**config.mk**
```make
export PLATFORM = sky130hd
export DESIGN_NAME = pbmux_top
export DESIGN_NICKNAME = d
export VERILOG_FILES = /design/src/rtl/pbmux_pkg.sv /design/src/rtl/pbmux_sync_if.sv /design/src/rtl/pbmux_sync.sv /design/src/rtl/pbmux_top.sv
export VERILOG_INCLUDE_DIRS = /design/src /design/src/rtl
export SDC_FILE = /design/constraint.sdc
export NUM_CORES = 1
export LEC_CHECK = 0
export ABC_AREA = 0
export BUFFER_PORTS_ARGS = -buffer_cell sky130_fd_sc_hd__buf_4
export CAP_MARGIN = 20
export CORE_MARGIN = 2
export CORE_UTILIZATION = 44
export DETAILED_ROUTE_END_ITERATION = 16
export PLACE_DENSITY = 0.71
export SYNTH_ARGS = -nofsm -noshare
export SYNTH_HDL_FRONTEND = slang
export SYNTH_HIERARCHICAL = 1
export SYNTH_SLANG_ARGS = --single-unit
```
**constraint.sdc**
```tcl
create_clock -name core_clk_in -period 0.9 [get_ports core_clk_in]
set_input_delay 0.045 -clock core_clk_in [delete_from_list [all_inputs] [get_ports core_clk_in]]
set_output_delay 0.045 -clock core_clk_in [all_outputs]
set_load 0.05 [all_outputs]
```
**src/rtl/pbmux_cfg.svh**
```systemverilog
// constants for the port b pin function multiplexer
`ifndef PBMUX_CFG_SVH
`define PBMUX_CFG_SVH

// pin index range handled here: pins 1 to 5 of port b
`define PBMUX_PIN_LO 1
`define PBMUX_PIN_HI 5

// individual pin positions
`define PBMUX_PIN_SCLK 1
`define PBMUX_PIN_2    2
`define PBMUX_PIN_3    3
`define PBMUX_PIN_4    4
`define PBMUX_PIN_5    5

// analog enable field positions: channels 8, 9 and 11
`define PBMUX_AN_CH8  0
`define PBMUX_AN_CH9  1
`define PBMUX_AN_CH11 2
`define PBMUX_AN_W    3

// reset values of the registered outputs
`define PBMUX_RST_PIN_OUT  5'h00
`define PBMUX_RST_OE_N     5'h1F
`define PBMUX_RST_ZERO5    5'h00
`define PBMUX_RST_ANALOG   3'h0

// default set of pins used by programming and debug access
`define PBMUX_DBG_MASK_DEF 5'h10

`endif

```
**src/rtl/pbmux_pkg.sv**
```systemverilog
// types shared by the port b pin function multiplexer
package pbmux_pkg;

  // power-on sequencing of the analog default
  typedef enum logic [0:0] {
    PBMUX_ST_STRAP = 1'b0,  // first enabled cycle after reset
    PBMUX_ST_RUN   = 1'b1   // normal operation
  } pbmux_state_t;

endpackage

```
**src/rtl/pbmux_sync_if.sv**
```systemverilog
// carrier between the multiplexer and its pin synchroniser
`timescale 1ns/1ps
`default_nettype none
interface pbmux_sync_if #(
  parameter int unsigned WIDTH = 5
);
  logic             ce;      // clock enable
  logic [WIDTH-1:0] raw;     // asynchronous pin levels
  logic [WIDTH-1:0] synced;  // levels after two flops

  modport owner (output ce, output raw, input synced);
  modport syncer (input ce, input raw, output synced);
endinterface
`default_nettype wire

```
**src/rtl/pbmux_sync.sv**
```systemverilog
// two-flop synchroniser bank for the port b pin inputs
`timescale 1ns/1ps
`default_nettype none
module pbmux_sync
  import pbmux_pkg::*;
#(
  parameter int unsigned WIDTH = 5
)(
  input  wire logic      core_clk_in,
  input  wire logic      reset_in,
  pbmux_sync_if.syncer   sync_bus
);

  genvar g;
  generate
    for (g = 0; g < WIDTH; g++)
    begin : g_bit
      logic stage1;       // first flop, read only by stage2
      logic stage2;       // settled level
      logic next_stage1;  // next value of stage1
      logic next_stage2;  // next value of stage2

      // hold while the clock enable is low
      always_comb
      begin
        next_stage1 = sync_bus.ce ? sync_bus.raw[g] : stage1;
        next_stage2 = sync_bus.ce ? stage1 : stage2;
      end

      // register both stages
      always_ff @(posedge core_clk_in or posedge reset_in)
      begin
        if (reset_in)
        begin
          stage1 <= 1'b0;
          stage2 <= 1'b0;
        end
        else
        begin
          stage1 <= next_stage1;
          stage2 <= next_stage2;
        end
      end

      assign sync_bus.synced[g] = stage2;
    end
  endgenerate

endmodule
`default_nettype wire

```
**src/rtl/pbmux_top.sv**
```systemverilog
// port b pin function multiplexer for pins 1 (serial clock) to 5
//
// Contract
// - output pins drive latch, analog ignored
// - input pins read level, pull-up when control low
// - analog pin loses digital input and pull-up
// - power-on analog default from configuration bit
// - channel 2 on pin 3 when select is 0
// - serial clock output overrides the latch
// - serial port picks the clock input buffer
// - pin 3 compare out or capture in
// - pins 2 and 3 drive usb transceiver
// - pin 2 interrupt, pins 4-5 change interrupts
// - channels 8, 9, 11 on pins 2-4
// - pin 4 drives parallel port select
// - low-voltage programming takes over pin 5
// - programming or debug disables other functions on the DEBUG_PIN_MASK pins
`include "pbmux_cfg.svh"
`timescale 1ns/1ps
`default_nettype none
module pbmux_top
  import pbmux_pkg::*;
#(
  parameter bit         HAS_PARALLEL_PORT = 1'b1,  // 40/44-pin variant
  parameter logic [5:1] DEBUG_PIN_MASK    = `PBMUX_DBG_MASK_DEF
)(
  input  wire logic       core_clk_in,
  input  wire logic       reset_in,
  input  wire logic       ce_in,
  // pins and port registers
  input  wire logic [5:1] pin_level_in,
  input  wire logic [5:1] port_b_output_latch_in,
  input  wire logic [5:1] pin_direction_bit_in,
  input  wire logic       pullup_disable_n_in,
  // configuration bits
  input  wire logic       por_analog_default_in,
  input  wire logic       cc2_pin_select_in,
  input  wire logic       low_voltage_prog_enable_in,
  input  wire logic       in_circuit_programming_in,
  input  wire logic       in_circuit_debug_in,
  // analog channel enables, written by software
  input  wire logic       analog_write_in,
  input  wire logic [2:0] analog_enable_data_in,
  // sync serial port clock
  input  wire logic       ssp_clk_drive_in,
  input  wire logic       ssp_clk_level_in,
  input  wire logic       ssp_i2c_mode_in,
  // capture/compare channel 2
  input  wire logic       cc2_compare_in,
  // usb transceiver
  input  wire logic       usb_xcvr_enable_in,
  input  wire logic       usb_xcvr_minus_data_in,
  input  wire logic       usb_xcvr_plus_data_in,
  // streaming parallel port
  input  wire logic       parallel_port_enable_in,
  input  wire logic       parallel_port_select_in,
  // pin drive
  output logic [5:1]      pin_out,
  output logic [5:1]      pin_oe_n_out,
  output logic [5:1]      pullup_enable_out,
  output logic [5:1]      digital_input_enable_out,
  // reads and peripheral inputs
  output logic [5:1]      port_b_pin_read_out,
  output logic [2:0]      analog_enable_out,
  output logic            ssp_clk_pin_out,
  output logic            i2c_buffer_select_out,
  output logic            cc2_capture_out,
  output logic            cc2_on_port_c_out,
  output logic            ext_irq_2_in_out,
  output logic            change_irq_in_0_out,
  output logic            change_irq_in_1_out,
  output logic            lv_program_entry_out
);

  pbmux_sync_if #(.WIDTH(5)) sync_bus ();  // pin synchroniser link

  logic [5:1]   pin_sync;           // synchronised pin levels
  pbmux_state_t state;              // power-on sequencing state
  pbmux_state_t next_state;         // next sequencing state
  logic [2:0]   analog_en;          // analog channel enables
  logic [2:0]   next_analog_en;     // next analog enables
  logic [5:1]   next_pin;           // next pin drive level
  logic [5:1]   next_oe_n;          // next pin drive enable, low drives
  logic [5:1]   next_pullup;        // next pull-up enables
  logic [5:1]   next_dig_en;        // next digital input enables
  logic [5:1]   next_read;          // next port read value
  logic         next_ssp_clk;       // next serial clock input
  logic         next_i2c_sel;       // next clock buffer select
  logic         next_capture;       // next capture input
  logic         next_port_c;        // next channel 2 on port c
  logic         next_irq2;          // next external interrupt 2
  logic         next_change_irq_in_0;          // next change interrupt 0
  logic         next_change_irq_in_1;          // next change interrupt 1
  logic         next_lvp_entry;     // next programming entry
  logic [5:1]   analog_pin;         // analog function per pin
  logic [5:1]   pin_off;            // pins taken by programming
  logic         cc2_here;           // channel 2 routed to pin 3

  // synchroniser hookup
  // every pin level is asynchronous to the core clock, so nothing reads
  // it before two flops have settled it; the cost is two extra cycles of
  // latency on reads, captures and interrupt feeds
  // the synchronisers share the clock enable so a frozen core sees no
  // half-moved pin history when it resumes
  assign sync_bus.ce  = ce_in;
  assign sync_bus.raw = pin_level_in;
  assign pin_sync     = sync_bus.synced;

  pbmux_sync #(
    .WIDTH (5)
  ) u_sync (
    .core_clk_in (core_clk_in),
    .reset_in    (reset_in),
    .sync_bus    (sync_bus)
  );

  // power-on analog default and software analog writes
  // the default is caught on the first enabled edge after reset, so a
  // software write in that same cycle is lost; firmware must wait one
  // enabled cycle after reset before it writes the analog enables
  always_comb
  begin
    next_state     = state;
    next_analog_en = analog_en;
    if (ce_in)
    begin
      unique case (state)
        PBMUX_ST_STRAP:
        begin
          // catch the default once, after reset release
          next_analog_en = {3{por_analog_default_in}};
          next_state     = PBMUX_ST_RUN;
        end
        PBMUX_ST_RUN:
        begin
          if (analog_write_in)
          begin
            next_analog_en = analog_enable_data_in;
          end
        end
      endcase
    end
  end

  // sequencing registers
  always_ff @(posedge core_clk_in or posedge reset_in)
  begin
    if (reset_in)
    begin
      state     <= PBMUX_ST_STRAP;
      analog_en <= `PBMUX_RST_ANALOG;
    end
    else
    begin
      state     <= next_state;
      analog_en <= next_analog_en;
    end
  end

  // per-pin function selection
  // priority, highest first: programming or debug ownership, serial clock
  // on pin 1, usb data on pins 2 and 3, compare on pin 3, parallel port
  // select on pin 4, then the plain output latch
  // an analog pin loses its digital input and pull-up; its driven value is kept
  always_comb
  begin
    // analog channels 8, 9, 11 sit on pins 2, 3, 4 as inputs
    analog_pin = 5'h00;
    analog_pin[`PBMUX_PIN_2] = analog_en[`PBMUX_AN_CH8]
                               & pin_direction_bit_in[`PBMUX_PIN_2];
    analog_pin[`PBMUX_PIN_3] = analog_en[`PBMUX_AN_CH9]
                               & pin_direction_bit_in[`PBMUX_PIN_3];
    analog_pin[`PBMUX_PIN_4] = analog_en[`PBMUX_AN_CH11]
                               & pin_direction_bit_in[`PBMUX_PIN_4];
    // programming or debug access owns its pins
    pin_off = DEBUG_PIN_MASK
              & {5{in_circuit_programming_in | in_circuit_debug_in}};
    // low-voltage programming owns pin 5 regardless of direction
    pin_off[`PBMUX_PIN_5] = pin_off[`PBMUX_PIN_5]
                            | low_voltage_prog_enable_in;
    cc2_here = ~cc2_pin_select_in;

    for (int i = `PBMUX_PIN_LO; i <= `PBMUX_PIN_HI; i++)
    begin
      // digital input path off for analog or owned pins
      next_dig_en[i] = ~pin_off[i] & ~analog_pin[i];
      // pull-up only on digital inputs with control low
      next_pullup[i] = next_dig_en[i] & pin_direction_bit_in[i]
                       & ~pullup_disable_n_in;
      // output pins drive the latch, analog does not matter
      next_oe_n[i]   = pin_off[i] | pin_direction_bit_in[i];
      next_pin[i]    = port_b_output_latch_in[i] & ~pin_off[i];
      // input pins read the settled level
      next_read[i]   = pin_sync[i] & next_dig_en[i];
    end

    // serial clock output beats the latch on pin 1
    // the override ignores the direction bit: the serial port, not the
    // port logic, decides when the clock pin is an output
    if (ssp_clk_drive_in & ~pin_off[`PBMUX_PIN_SCLK])
    begin
      next_pin[`PBMUX_PIN_SCLK]  = ssp_clk_level_in;
      next_oe_n[`PBMUX_PIN_SCLK] = 1'b0;
    end

    // pin 2: usb minus data when output
    if (usb_xcvr_enable_in & ~pin_direction_bit_in[`PBMUX_PIN_2]
        & ~pin_off[`PBMUX_PIN_2])
    begin
      next_pin[`PBMUX_PIN_2] = usb_xcvr_minus_data_in;
    end

    // pin 3: usb plus data first, else compare output
    // usb wins so a transceiver link is never corrupted by a stray
    // compare match while both are switched on
    if (~pin_direction_bit_in[`PBMUX_PIN_3] & ~pin_off[`PBMUX_PIN_3])
    begin
      if (usb_xcvr_enable_in)
      begin
        next_pin[`PBMUX_PIN_3] = usb_xcvr_plus_data_in;
      end
      else if (cc2_here)
      begin
        next_pin[`PBMUX_PIN_3] = cc2_compare_in;
      end
    end

    // pin 4: parallel port select on larger packages
    // on smaller packages the parameter removes this path entirely
    if (HAS_PARALLEL_PORT & parallel_port_enable_in
        & ~pin_direction_bit_in[`PBMUX_PIN_4] & ~pin_off[`PBMUX_PIN_4])
    begin
      next_pin[`PBMUX_PIN_4] = parallel_port_select_in;
    end

    // serial clock input and its buffer choice
    next_ssp_clk = pin_sync[`PBMUX_PIN_SCLK]
                   & next_dig_en[`PBMUX_PIN_SCLK];
    next_i2c_sel = ssp_i2c_mode_in;

    // capture input only when routed here and pin is input
    next_capture = cc2_here & pin_direction_bit_in[`PBMUX_PIN_3]
                   & next_read[`PBMUX_PIN_3];
    next_port_c  = cc2_pin_select_in;

    // interrupt sources from settled digital inputs
    // these are levels; edge and change detection live downstream, which
    // sees a clean level because the synchroniser already filtered it
    next_irq2 = pin_direction_bit_in[`PBMUX_PIN_2]
                & next_read[`PBMUX_PIN_2];
    next_change_irq_in_0 = pin_direction_bit_in[`PBMUX_PIN_4]
                & next_read[`PBMUX_PIN_4];
    next_change_irq_in_1 = pin_direction_bit_in[`PBMUX_PIN_5]
                & next_read[`PBMUX_PIN_5];

    // programming entry level on pin 5
    next_lvp_entry = low_voltage_prog_enable_in
                     & pin_sync[`PBMUX_PIN_5];
  end

  // output registers, frozen while the clock enable is low
  // registering every output keeps the pad drivers glitch free when
  // several controls change together in one cycle
  always_ff @(posedge core_clk_in or posedge reset_in)
  begin
    if (reset_in)
    begin
      pin_out                  <= `PBMUX_RST_PIN_OUT;
      pin_oe_n_out             <= `PBMUX_RST_OE_N;
      pullup_enable_out        <= `PBMUX_RST_ZERO5;
      digital_input_enable_out <= `PBMUX_RST_ZERO5;
      port_b_pin_read_out      <= `PBMUX_RST_ZERO5;
      analog_enable_out        <= `PBMUX_RST_ANALOG;
      ssp_clk_pin_out          <= 1'b0;
      i2c_buffer_select_out    <= 1'b0;
      cc2_capture_out          <= 1'b0;
      cc2_on_port_c_out        <= 1'b0;
      ext_irq_2_in_out         <= 1'b0;
      change_irq_in_0_out      <= 1'b0;
      change_irq_in_1_out      <= 1'b0;
      lv_program_entry_out     <= 1'b0;
    end
    else if (ce_in)
    begin
      pin_out                  <= next_pin;
      pin_oe_n_out             <= next_oe_n;
      pullup_enable_out        <= next_pullup;
      digital_input_enable_out <= next_dig_en;
      port_b_pin_read_out      <= next_read;
      analog_enable_out        <= analog_en;
      ssp_clk_pin_out          <= next_ssp_clk;
      i2c_buffer_select_out    <= next_i2c_sel;
      cc2_capture_out          <= next_capture;
      cc2_on_port_c_out        <= next_port_c;
      ext_irq_2_in_out         <= next_irq2;
      change_irq_in_0_out      <= next_change_irq_in_0;
      change_irq_in_1_out      <= next_change_irq_in_1;
      lv_program_entry_out     <= next_lvp_entry;
    end
  end

endmodule
`default_nettype wire

```
Yosys cells after proc, flatten, opt, wreduce, memory -nomap -nowiden. Cells that the tools add are included.

Bits in registers: 50. Word-level logic and storage cells: 74. Bits of input ports: 37.

Muxes and demuxes: 9. Equality and inequality tests: 1. Bitwise gates (word level): 37. Reductions and logical operators: 1.

Operators with widths (number): AND 1 bit (25); inverter 1 bit (9); 2-to-1 mux 1 bit (7); one-hot mux 3 bit (2 select lines) (1); 2-to-1 mux 3 bit (1); bitwise OR 1 bit (3); inequality test 2 bit (second input constant) (1); AND reduction 2 bit (1).

Depth between registers and ports, before layout. Gate-level depths: netlist of the first run.

Depth after elaboration: 5. Depth in mapped cells: 5. Depth with buffers taken out: 3.

Cells and area by module. Netlist of the first run, hierarchy kept.

Modules (own cells, without submodules): pbmux_top (area an instance 1576.5 um^2, cells an instance 127, instances 1); pbmux_sync (area an instance 452.9 um^2, cells an instance 27, instances 1).

Least setup slack after synthesis of the first run. OpenSTA, ideal clock, no wires.

Path type: flip-flop to flip-flop. Start: register, netlist name port_b_pin_read_out[1]. End: register port_b_pin_read_out[1] in the netlist's numbering. Data required time: 775 ps. Library setup time: 125 ps. Data arrival time: 876 ps. Cell stages (with the launch flop): 2. Setup slack: -100 ps. Path buffers: 0. Cell sequence: dfrtp_1 > mux2_2.

RTL lines: end signal: assignment (line pbmux_top.sv:272) `` port_b_pin_read_out <= `PBMUX_RST_ZERO5; ``; end signal: assignment (line pbmux_top.sv:289) `port_b_pin_read_out <= next_read;`; end: declaration (line pbmux_top.sv:63) `output logic [5:1] port_b_pin_read_out,`.

Final worst setup path of the first run.
Start: register pin_oe_n_out[3] in the netlist's numbering. End: output pin_oe_n_out[3] in the netlist's numbering.

RTL lines: start: declaration (line pbmux_top.sv:59) `output logic [5:1] pin_oe_n_out,`; start signal: assignment (line pbmux_top.sv:269) `` pin_oe_n_out <= `PBMUX_RST_OE_N; ``; start signal: assignment (line pbmux_top.sv:286) `pin_oe_n_out <= next_oe_n;`.

No word-level cell between the ends.

==> results of run 1 <==
-- synth_stat cells, drive strengths merged (2+ instances only) --
master    n
a21o      2
a21oi     8
a22o      2
a2bb2oi   3
and2      2
buf      13
dfrtp    43
dfstp     5
inv      10
mux2     18
mux2i     4
nand2     9
nand2b    5
nor2      7
o21ai     2
o22ai     3
o2bb2ai   9
-- power groups by stage --
stage	Clock (mW)	Sequential, mW	Combinational (mW)
6_report	1.32	2.60	1.89
5_1_grt	1.46	2.63	1.99
4_1_cts	1.36	2.59	1.76
3_5_place_dp	0	2.60	1.49
3_3_place_gp	0	2.59	1.47
2_1_floorplan	0	3.11	0.488
-- how the worst max path moves through the flow --
| stage | from | endpoint | depth (start not counted) |
|---|---|---|---|
| after CTS | pin_oe_n_out[4] | pin_oe_n_out[4] | 1 |
| final | pin_oe_n_out[3] | pin_oe_n_out[3] | 1 |
| after floorplan | pin_oe_n_out[2] | pin_oe_n_out[2] | 1 |
| after detailed placement | digital_input_enable_out[1] | analog_en[1] | 3 |
| after global routing | pin_oe_n_out[3] | pin_oe_n_out[3] | 1 |
| after global placement | in_circuit_debug_in | pullup_enable_out[5] | 4 |
-- per-layer routing --
layer,global-route usage,vias up,wire length (um)
li1,-,762,-
met1,0.266,773,2150
met2,0.321,53,2500
met3,0.0417,12,300
met4,0.0629,0,96
met5,0,-,0
-- layout make-up --
type | count | area [um2] | area share
Clock buffer | 7 | 86.3 | 0.0258
Clock inverter | 1 | 7.51 | 0.00224
Inverter | 10 | 41.3 | 0.0123
Multi-Input combinational cell | 83 | 782 | 0.233
Sequential cell | 48 | 1220 | 0.365
Tap cell | 52 | 65.1 | 0.0194
Timing Repair Buffer | 120 | 1150 | 0.342
-- timing repair --
item                                    4_1_cts  5_1_grt
resized for setup                            47       14
pin swaps                                     3        3
buffers inserted                             14       13
hold endpoints to repair                     61        0
endpoints found under the setup margin       40       44
hold buffers                                 17        0
gates cloned                                  0        0
-- registers in the layout, summed over array words and instances (netlist names) --
name,flops
digital_input_enable_out,5
i2c_buffer_select_out,1
pullup_enable_out,5
u_sync/g_bit.stage1,5
lv_program_entry_out,1
change_irq_in_0_out,1
analog_enable_out,3
analog_en,3
change_irq_in_1_out,1
pin_out,5
cc2_on_port_c_out,1
pin_oe_n_out,5
port_b_pin_read_out,5
u_sync/g_bit.stage2,5
cc2_capture_out,1
ext_irq_2_in_out,1
-- kinds of logic after synthesis --
group | count (synthesis) | share of synthesized area
buffers and inverters | 23 | 0.0653
DFF | 48 | 0.595
and+or+nand+nor | 26 | 0.0684
AOI/OAI and AO/OA | 35 | 0.133
muxes | 22 | 0.138
-- per-stage QoR --
stage               setup TNS, ns  instance area, um2  utilization  setup WS [ns]
floorplan                 -0.0788                2050            -        -0.0175
global route                -2.45                3350        0.765         -0.181
global placement                0                2640        0.602         0.0268
CTS                         -1.33                3190        0.728         -0.155
detailed placement        -0.0280                2640        0.602        -0.0147
finish                      -1.23                3350        0.765         -0.150
==> flow_metrics.env, run 1 <==
export IMPL_status="finished with violations"
export IMPL_violations="negative setup slack"
export IMPL_finalNonFillerCells=321
export IMPL_initial_core_util=0.463
export IMPL_worstSetupStartpointType="register"
export IMPL_finalCriticalPeriod_ns=1.05
export IMPL_setup_ws_ns=-0.150
export IMPL_core_area_mm2=0.00438
export IMPL_antenna_cells=0
export IMPL_layout_nets=305
export IMPL_setup_viol=29
export IMPL_cp_arrival_ns=1.01
export IMPL_syn_cell_area_mm2=0.00203
export IMPL_synth_seq_cells=48
export IMPL_p_leak_nw=1.60
export IMPL_wire_per_inst_um=15.7
export IMPL_finalHoldWorstSlack_ns=0.0177
export IMPL_final_common_cell="buf_4"
export IMPL_post_place_cells=270
export IMPL_comb_power_share=0.326
export IMPL_power_density_mw_per_mm2=1730
export IMPL_seqPwrFrac=0.447
export IMPL_min_to="lv_program_entry_out"
export IMPL_yosysWarnings=6
export IMPL_finalMaxSlewViolations=0
export IMPL_crit_type="reg2out"
export IMPL_wl_um=5040
export IMPL_path_clk_slew_ns=0.09
export IMPL_hold_violations=0
export IMPL_end_kind="primary output"
export IMPL_critPathMaxStageDelay_ns=0.56
export IMPL_min_path_cells=3
export IMPL_drv_cap=0
export IMPL_power_internal_mw=3.93
export IMPL_fill_cells=273
export IMPL_io_pins=73
export IMPL_syn_num_nets=191
export IMPL_clk_latency_ns=0.30
export IMPL_ys_types=32
export IMPL_crit_family="flip-flops"
export IMPL_cts_tree="done"
export IMPL_overflow=0
export IMPL_clock_fmax_mhz=952
export IMPL_drtIter0Drc=134
export IMPL_final_cell_mix="buf_4, buf_6, dfrtp_1, dlygate4sd3_1"
export IMPL_antenna_found_initial=0
export IMPL_pwr_share_clk=0.227
export IMPL_synth_edf_count=0
export IMPL_areaGrowthSynthToFinish_pct=65.2
export IMPL_critPathSlowestCell="dfstp_2"
export IMPL_skew_ns=0.00561
export IMPL_grt_pass1_vias=1660
export IMPL_yosys_area_top_type_share=0.530
export IMPL_p_total_mw=5.80
export IMPL_final_layout_size_suffix_gt1_frac=0.602
export IMPL_cts_buffer_depth=2
export IMPL_drtPass1Iterations=4
export IMPL_worstPathMaxFanout=2
export IMPL_crit_chain="buf_8"
export IMPL_p_sw_mw=1.87
export IMPL_track_usage=0.197
export IMPL_htree_num_levels=2
export IMPL_grt_pass1_wl_um=7870
export IMPL_dp_hpwl_um=3160
export IMPL_vias_per_cell=4.98
export IMPL_synthFlopType="dfrtp_1"
export IMPL_ys_top_cells_by_area="dfrtp_1, mux2_4, dfstp_2"
export IMPL_fp_dieH_um=71.9
export IMPL_vias=1600
export IMPL_cp_buffers_inverters=1
export IMPL_yosysSeqAreaShare=0.595
export IMPL_ys_async_sr_fraction=1.00
export IMPL_syn_avg_cell_area_um2=13.2
export IMPL_yosys_area_top_type="dfrtp_1"
export IMPL_tightestPinTransition_ns=0.377
export IMPL_netSwitchingFraction=0.323
export IMPL_vdd_ir_drop_max_mv=1.18
export IMPL_die_w_um=71.9
export IMPL_cts_buffers=5
export IMPL_min_period_over_period=1.17
export IMPL_num_rows=24
export IMPL_cts_sinks=48
export IMPL_rr_endpoint="analog_en[2]"
export IMPL_r2r_start="digital_input_enable_out[1]"
export IMPL_min_from="low_voltage_prog_enable_in"
export IMPL_drt_antenna_violating_nets=0
export IMPL_reg2reg_slack_ns=-0.05
export IMPL_rr_worst_depth=3
export IMPL_critPathRequiredTime_ns=0.85
export IMPL_drc=0
export IMPL_rsz0062_at_grt="true"
export IMPL_cts_root_buf="clkbuf_8"
export IMPL_port_buffers=72
export IMPL_dieArea_mm2=0.00517
export IMPL_hold_class="in2reg"
export IMPL_syn_inst=154
export IMPL_place_gp_congestion=0.725
export IMPL_grt_max_degree=30
export IMPL_relSlewSlack=0.748
(Power assumes the default switching activity.)
==> run 2, diff against run 1 <==
--- a/config.mk
+++ b/config.mk
@@ -6,7 +6,7 @@
 export SDC_FILE = /design/constraint.sdc
 export NUM_CORES = 1
 export LEC_CHECK = 0
-export ABC_AREA = 0
+export ABC_AREA = 1
 export BUFFER_PORTS_ARGS = -buffer_cell sky130_fd_sc_hd__buf_4
 export CAP_MARGIN = 20
 export CORE_MARGIN = 2
==> flow_metrics.env, run 2 <==
export IMPL_final_common_cell="nand2_1"
export IMPL_hold_violations=0
export IMPL_cp_buffers_inverters=1
export IMPL_syn_avg_cell_area_um2=8.80
export IMPL_syn_cell_area_mm2=0.00202
export IMPL_violations="negative setup slack"
export IMPL_wl_um=5030
export IMPL_wire_per_inst_um=12.8
export IMPL_skew_ns=0.0100
export IMPL_end_kind="primary output"
export IMPL_p_leak_nw=1.69
export IMPL_critPathMaxStageDelay_ns=0.56
export IMPL_synth_edf_count=0
export IMPL_io_pins=73
export IMPL_drc=0
export IMPL_netlist_top_cells_count="nand2_1, dfrtp_1, o21ai_0"
export IMPL_cts_buffer_depth=2
export IMPL_crit_type="reg2out"
export IMPL_synthFlopType="dfrtp_1"
export IMPL_yosys_area_top_type="dfrtp_1"
export IMPL_rsz0062_at_grt="true"
export IMPL_core_area_mm2=0.00438
export IMPL_dp_hpwl_um=3280
export IMPL_htree_num_levels=2
export IMPL_vias_per_cell=4.71
export IMPL_grt_pass1_wl_um=8160
export IMPL_power_density_mw_per_mm2=1760
export IMPL_critPathSlowestCell="dfstp_2"
export IMPL_finalMaxSlewViolations=0
export IMPL_finalCriticalPeriod_ns=1.05
export IMPL_worstPathMaxFanout=2
export IMPL_fill_cells=349
export IMPL_cts_sinks=48
export IMPL_vias=1846
export IMPL_yosys_area_top_type_share=0.532
export IMPL_ys_top_cells_by_area="dfrtp_1, nand2_1, dfstp_2"
export IMPL_ys_async_sr_fraction=1.00
export IMPL_min_period_over_period=1.16
export IMPL_drtPass1Iterations=4
export IMPL_cts_tree="done"
export IMPL_track_usage=0.202
export IMPL_critPathRequiredTime_ns=0.85
export IMPL_setup_viol=23
export IMPL_grt_pass1_vias=1757
export IMPL_crit_family="flip-flops"
export IMPL_cts_root_buf="clkbuf_8"
export IMPL_final_cell_mix="nand2_1, buf_4, dfrtp_1, buf_6, o21ai_0"
export IMPL_place_gp_congestion=0.756
export IMPL_cts_buffers=5
export IMPL_yosysSeqAreaShare=0.596
export IMPL_synth_seq_cells=48
export IMPL_worstSetupStartpointType="register"
export IMPL_fin_area_mm2=0.00319
export IMPL_syn_inst=230
export IMPL_placed_area_mm2=0.00260
export IMPL_fp_dieH_um=71.8
export IMPL_num_rows=24
export IMPL_drtIter0Drc=114
export IMPL_clk_latency_ns=0.30
export IMPL_port_buffers=72
export IMPL_die_w_um=71.8
export IMPL_status="finished with violations"
export IMPL_final_layout_size_suffix_gt1_frac=0.368
export IMPL_overflow=0
export IMPL_tightestPinTransition_ns=0.390
export IMPL_initial_core_util=0.462
export IMPL_relSlewSlack=0.739
export IMPL_dieArea_mm2=0.00516
export IMPL_antenna_found_initial=0
export IMPL_areaGrowthSynthToFinish_pct=57.5
export IMPL_drv_cap=0
export IMPL_ys_types=20
export IMPL_utilization=0.727
export IMPL_hold_class="in2reg"
export IMPL_layout_nets=376
export IMPL_setup_ws_ns=-0.148
export IMPL_grt_max_degree=39
export IMPL_syn_num_nets=267
export IMPL_crit_chain="buf_8"
export IMPL_clock_fmax_mhz=955
export IMPL_antenna_cells=0
export IMPL_cp_arrival_ns=1.00
export IMPL_yosysMostFrequentCell="nand2_1"
export IMPL_yosysWarnings=6
export IMPL_drt_antenna_violating_nets=0
export IMPL_path_clk_slew_ns=0.09
export IMPL_vdd_ir_drop_max_mv=1.13
==> run 2: layout make-up <==
class                           count  area, um2  share of cell area
Clock buffer                        6       72.6              0.0228
Clock inverter                      2       35.0              0.0110
Inverter                           18       67.6              0.0212
Multi-Input combinational cell    150        657               0.206
Sequential cell                    48       1210               0.379
Tap cell                           52       65.1              0.0204
Timing Repair Buffer              116       1080               0.340
==> run 2: what timing repair did <==
item,4_1_cts,5_1_grt
resized for setup,44,10
hold endpoints to repair,58,0
hold buffers,14,0
buffers inserted,10,12
pin swaps,0,2
setup endpoints to repair,40,47
==> run 2: per-layer routing <==
metal / vias up / GRT usage / part of all wire
li1: 926 / - / -
met1: 869 / 0.273 / 0.43
met2: 47 / 0.336 / 0.51
met3: 4 / 0.0450 / 0.046
met4: 0 / 0.0440 / 0.0072
met5: - / 0 / 0
==> run 2: logic make-up after synthesis <==
| family | Yosys count | share of synthesized area |
|---|---|---|
| AND/OR/NAND/NOR | 118 | 0.231 |
| flip-flops | 48 | 0.596 |
| AO/OA/AOI/OAI | 32 | 0.0840 |
| buffers and inverters | 32 | 0.0884 |
==> run 2: report_power, final <==
group / internal [mW] / switching [mW] / leakage [nW]
Sequential: 2.37 / 0.151 / 0.589
Combinational: 0.667 / 0.906 / 1.05
Clock: 0.825 / 0.695 / 0.0552
Total: 3.86 / 1.75 / 1.69
==> run 2: path summary, 6_finish.rpt <==
path	startpoint	endpoint	slack, ns	depth (start not counted)
worst max register to register	digital_input_enable_out[1]	analog_en[2]	-0.02	5
worst min register to register	u_sync/g_bit[0].stage1	u_sync/g_bit[0].stage1	0.48	2
worst max-delay path	pin_oe_n_out[1]	pin_oe_n_out[1]	-0.15	1
min in group asynchronous	reset_in	u_sync/g_bit[0].stage1	0.29	3
worst min-delay path	pin_direction_bit_in[5]	change_irq_in_1_out	0.004	3
max in group asynchronous	reset_in	pin_oe_n_out[2]	0.27	4
==> run 2: worst min-delay path, cell delays in order <==
cell	delay, ns
buf_4	0.10
nand3_2	0.07
nand2_1	0.06
==> run 2: stage by stage <==
step / setup WS (ns) / hold WS (ns) / setup TNS [ns] / power (mW) / std cells
global route: -0.191 / 0.00672 / -2.16 / 5.89 / 392
detailed placement: -0.0621 / 0.0614 / -0.111 / 3.83 / 348
global placement: 0.00671 / 0.0591 / 0 / 3.81 / 348
finish: -0.148 / 0.00409 / -0.900 / 5.61 / 392
floorplan: -0.0488 / -0.115 / -0.0488 / 3.36 / 230
CTS: -0.157 / 0.00478 / -1.14 / 5.58 / 380
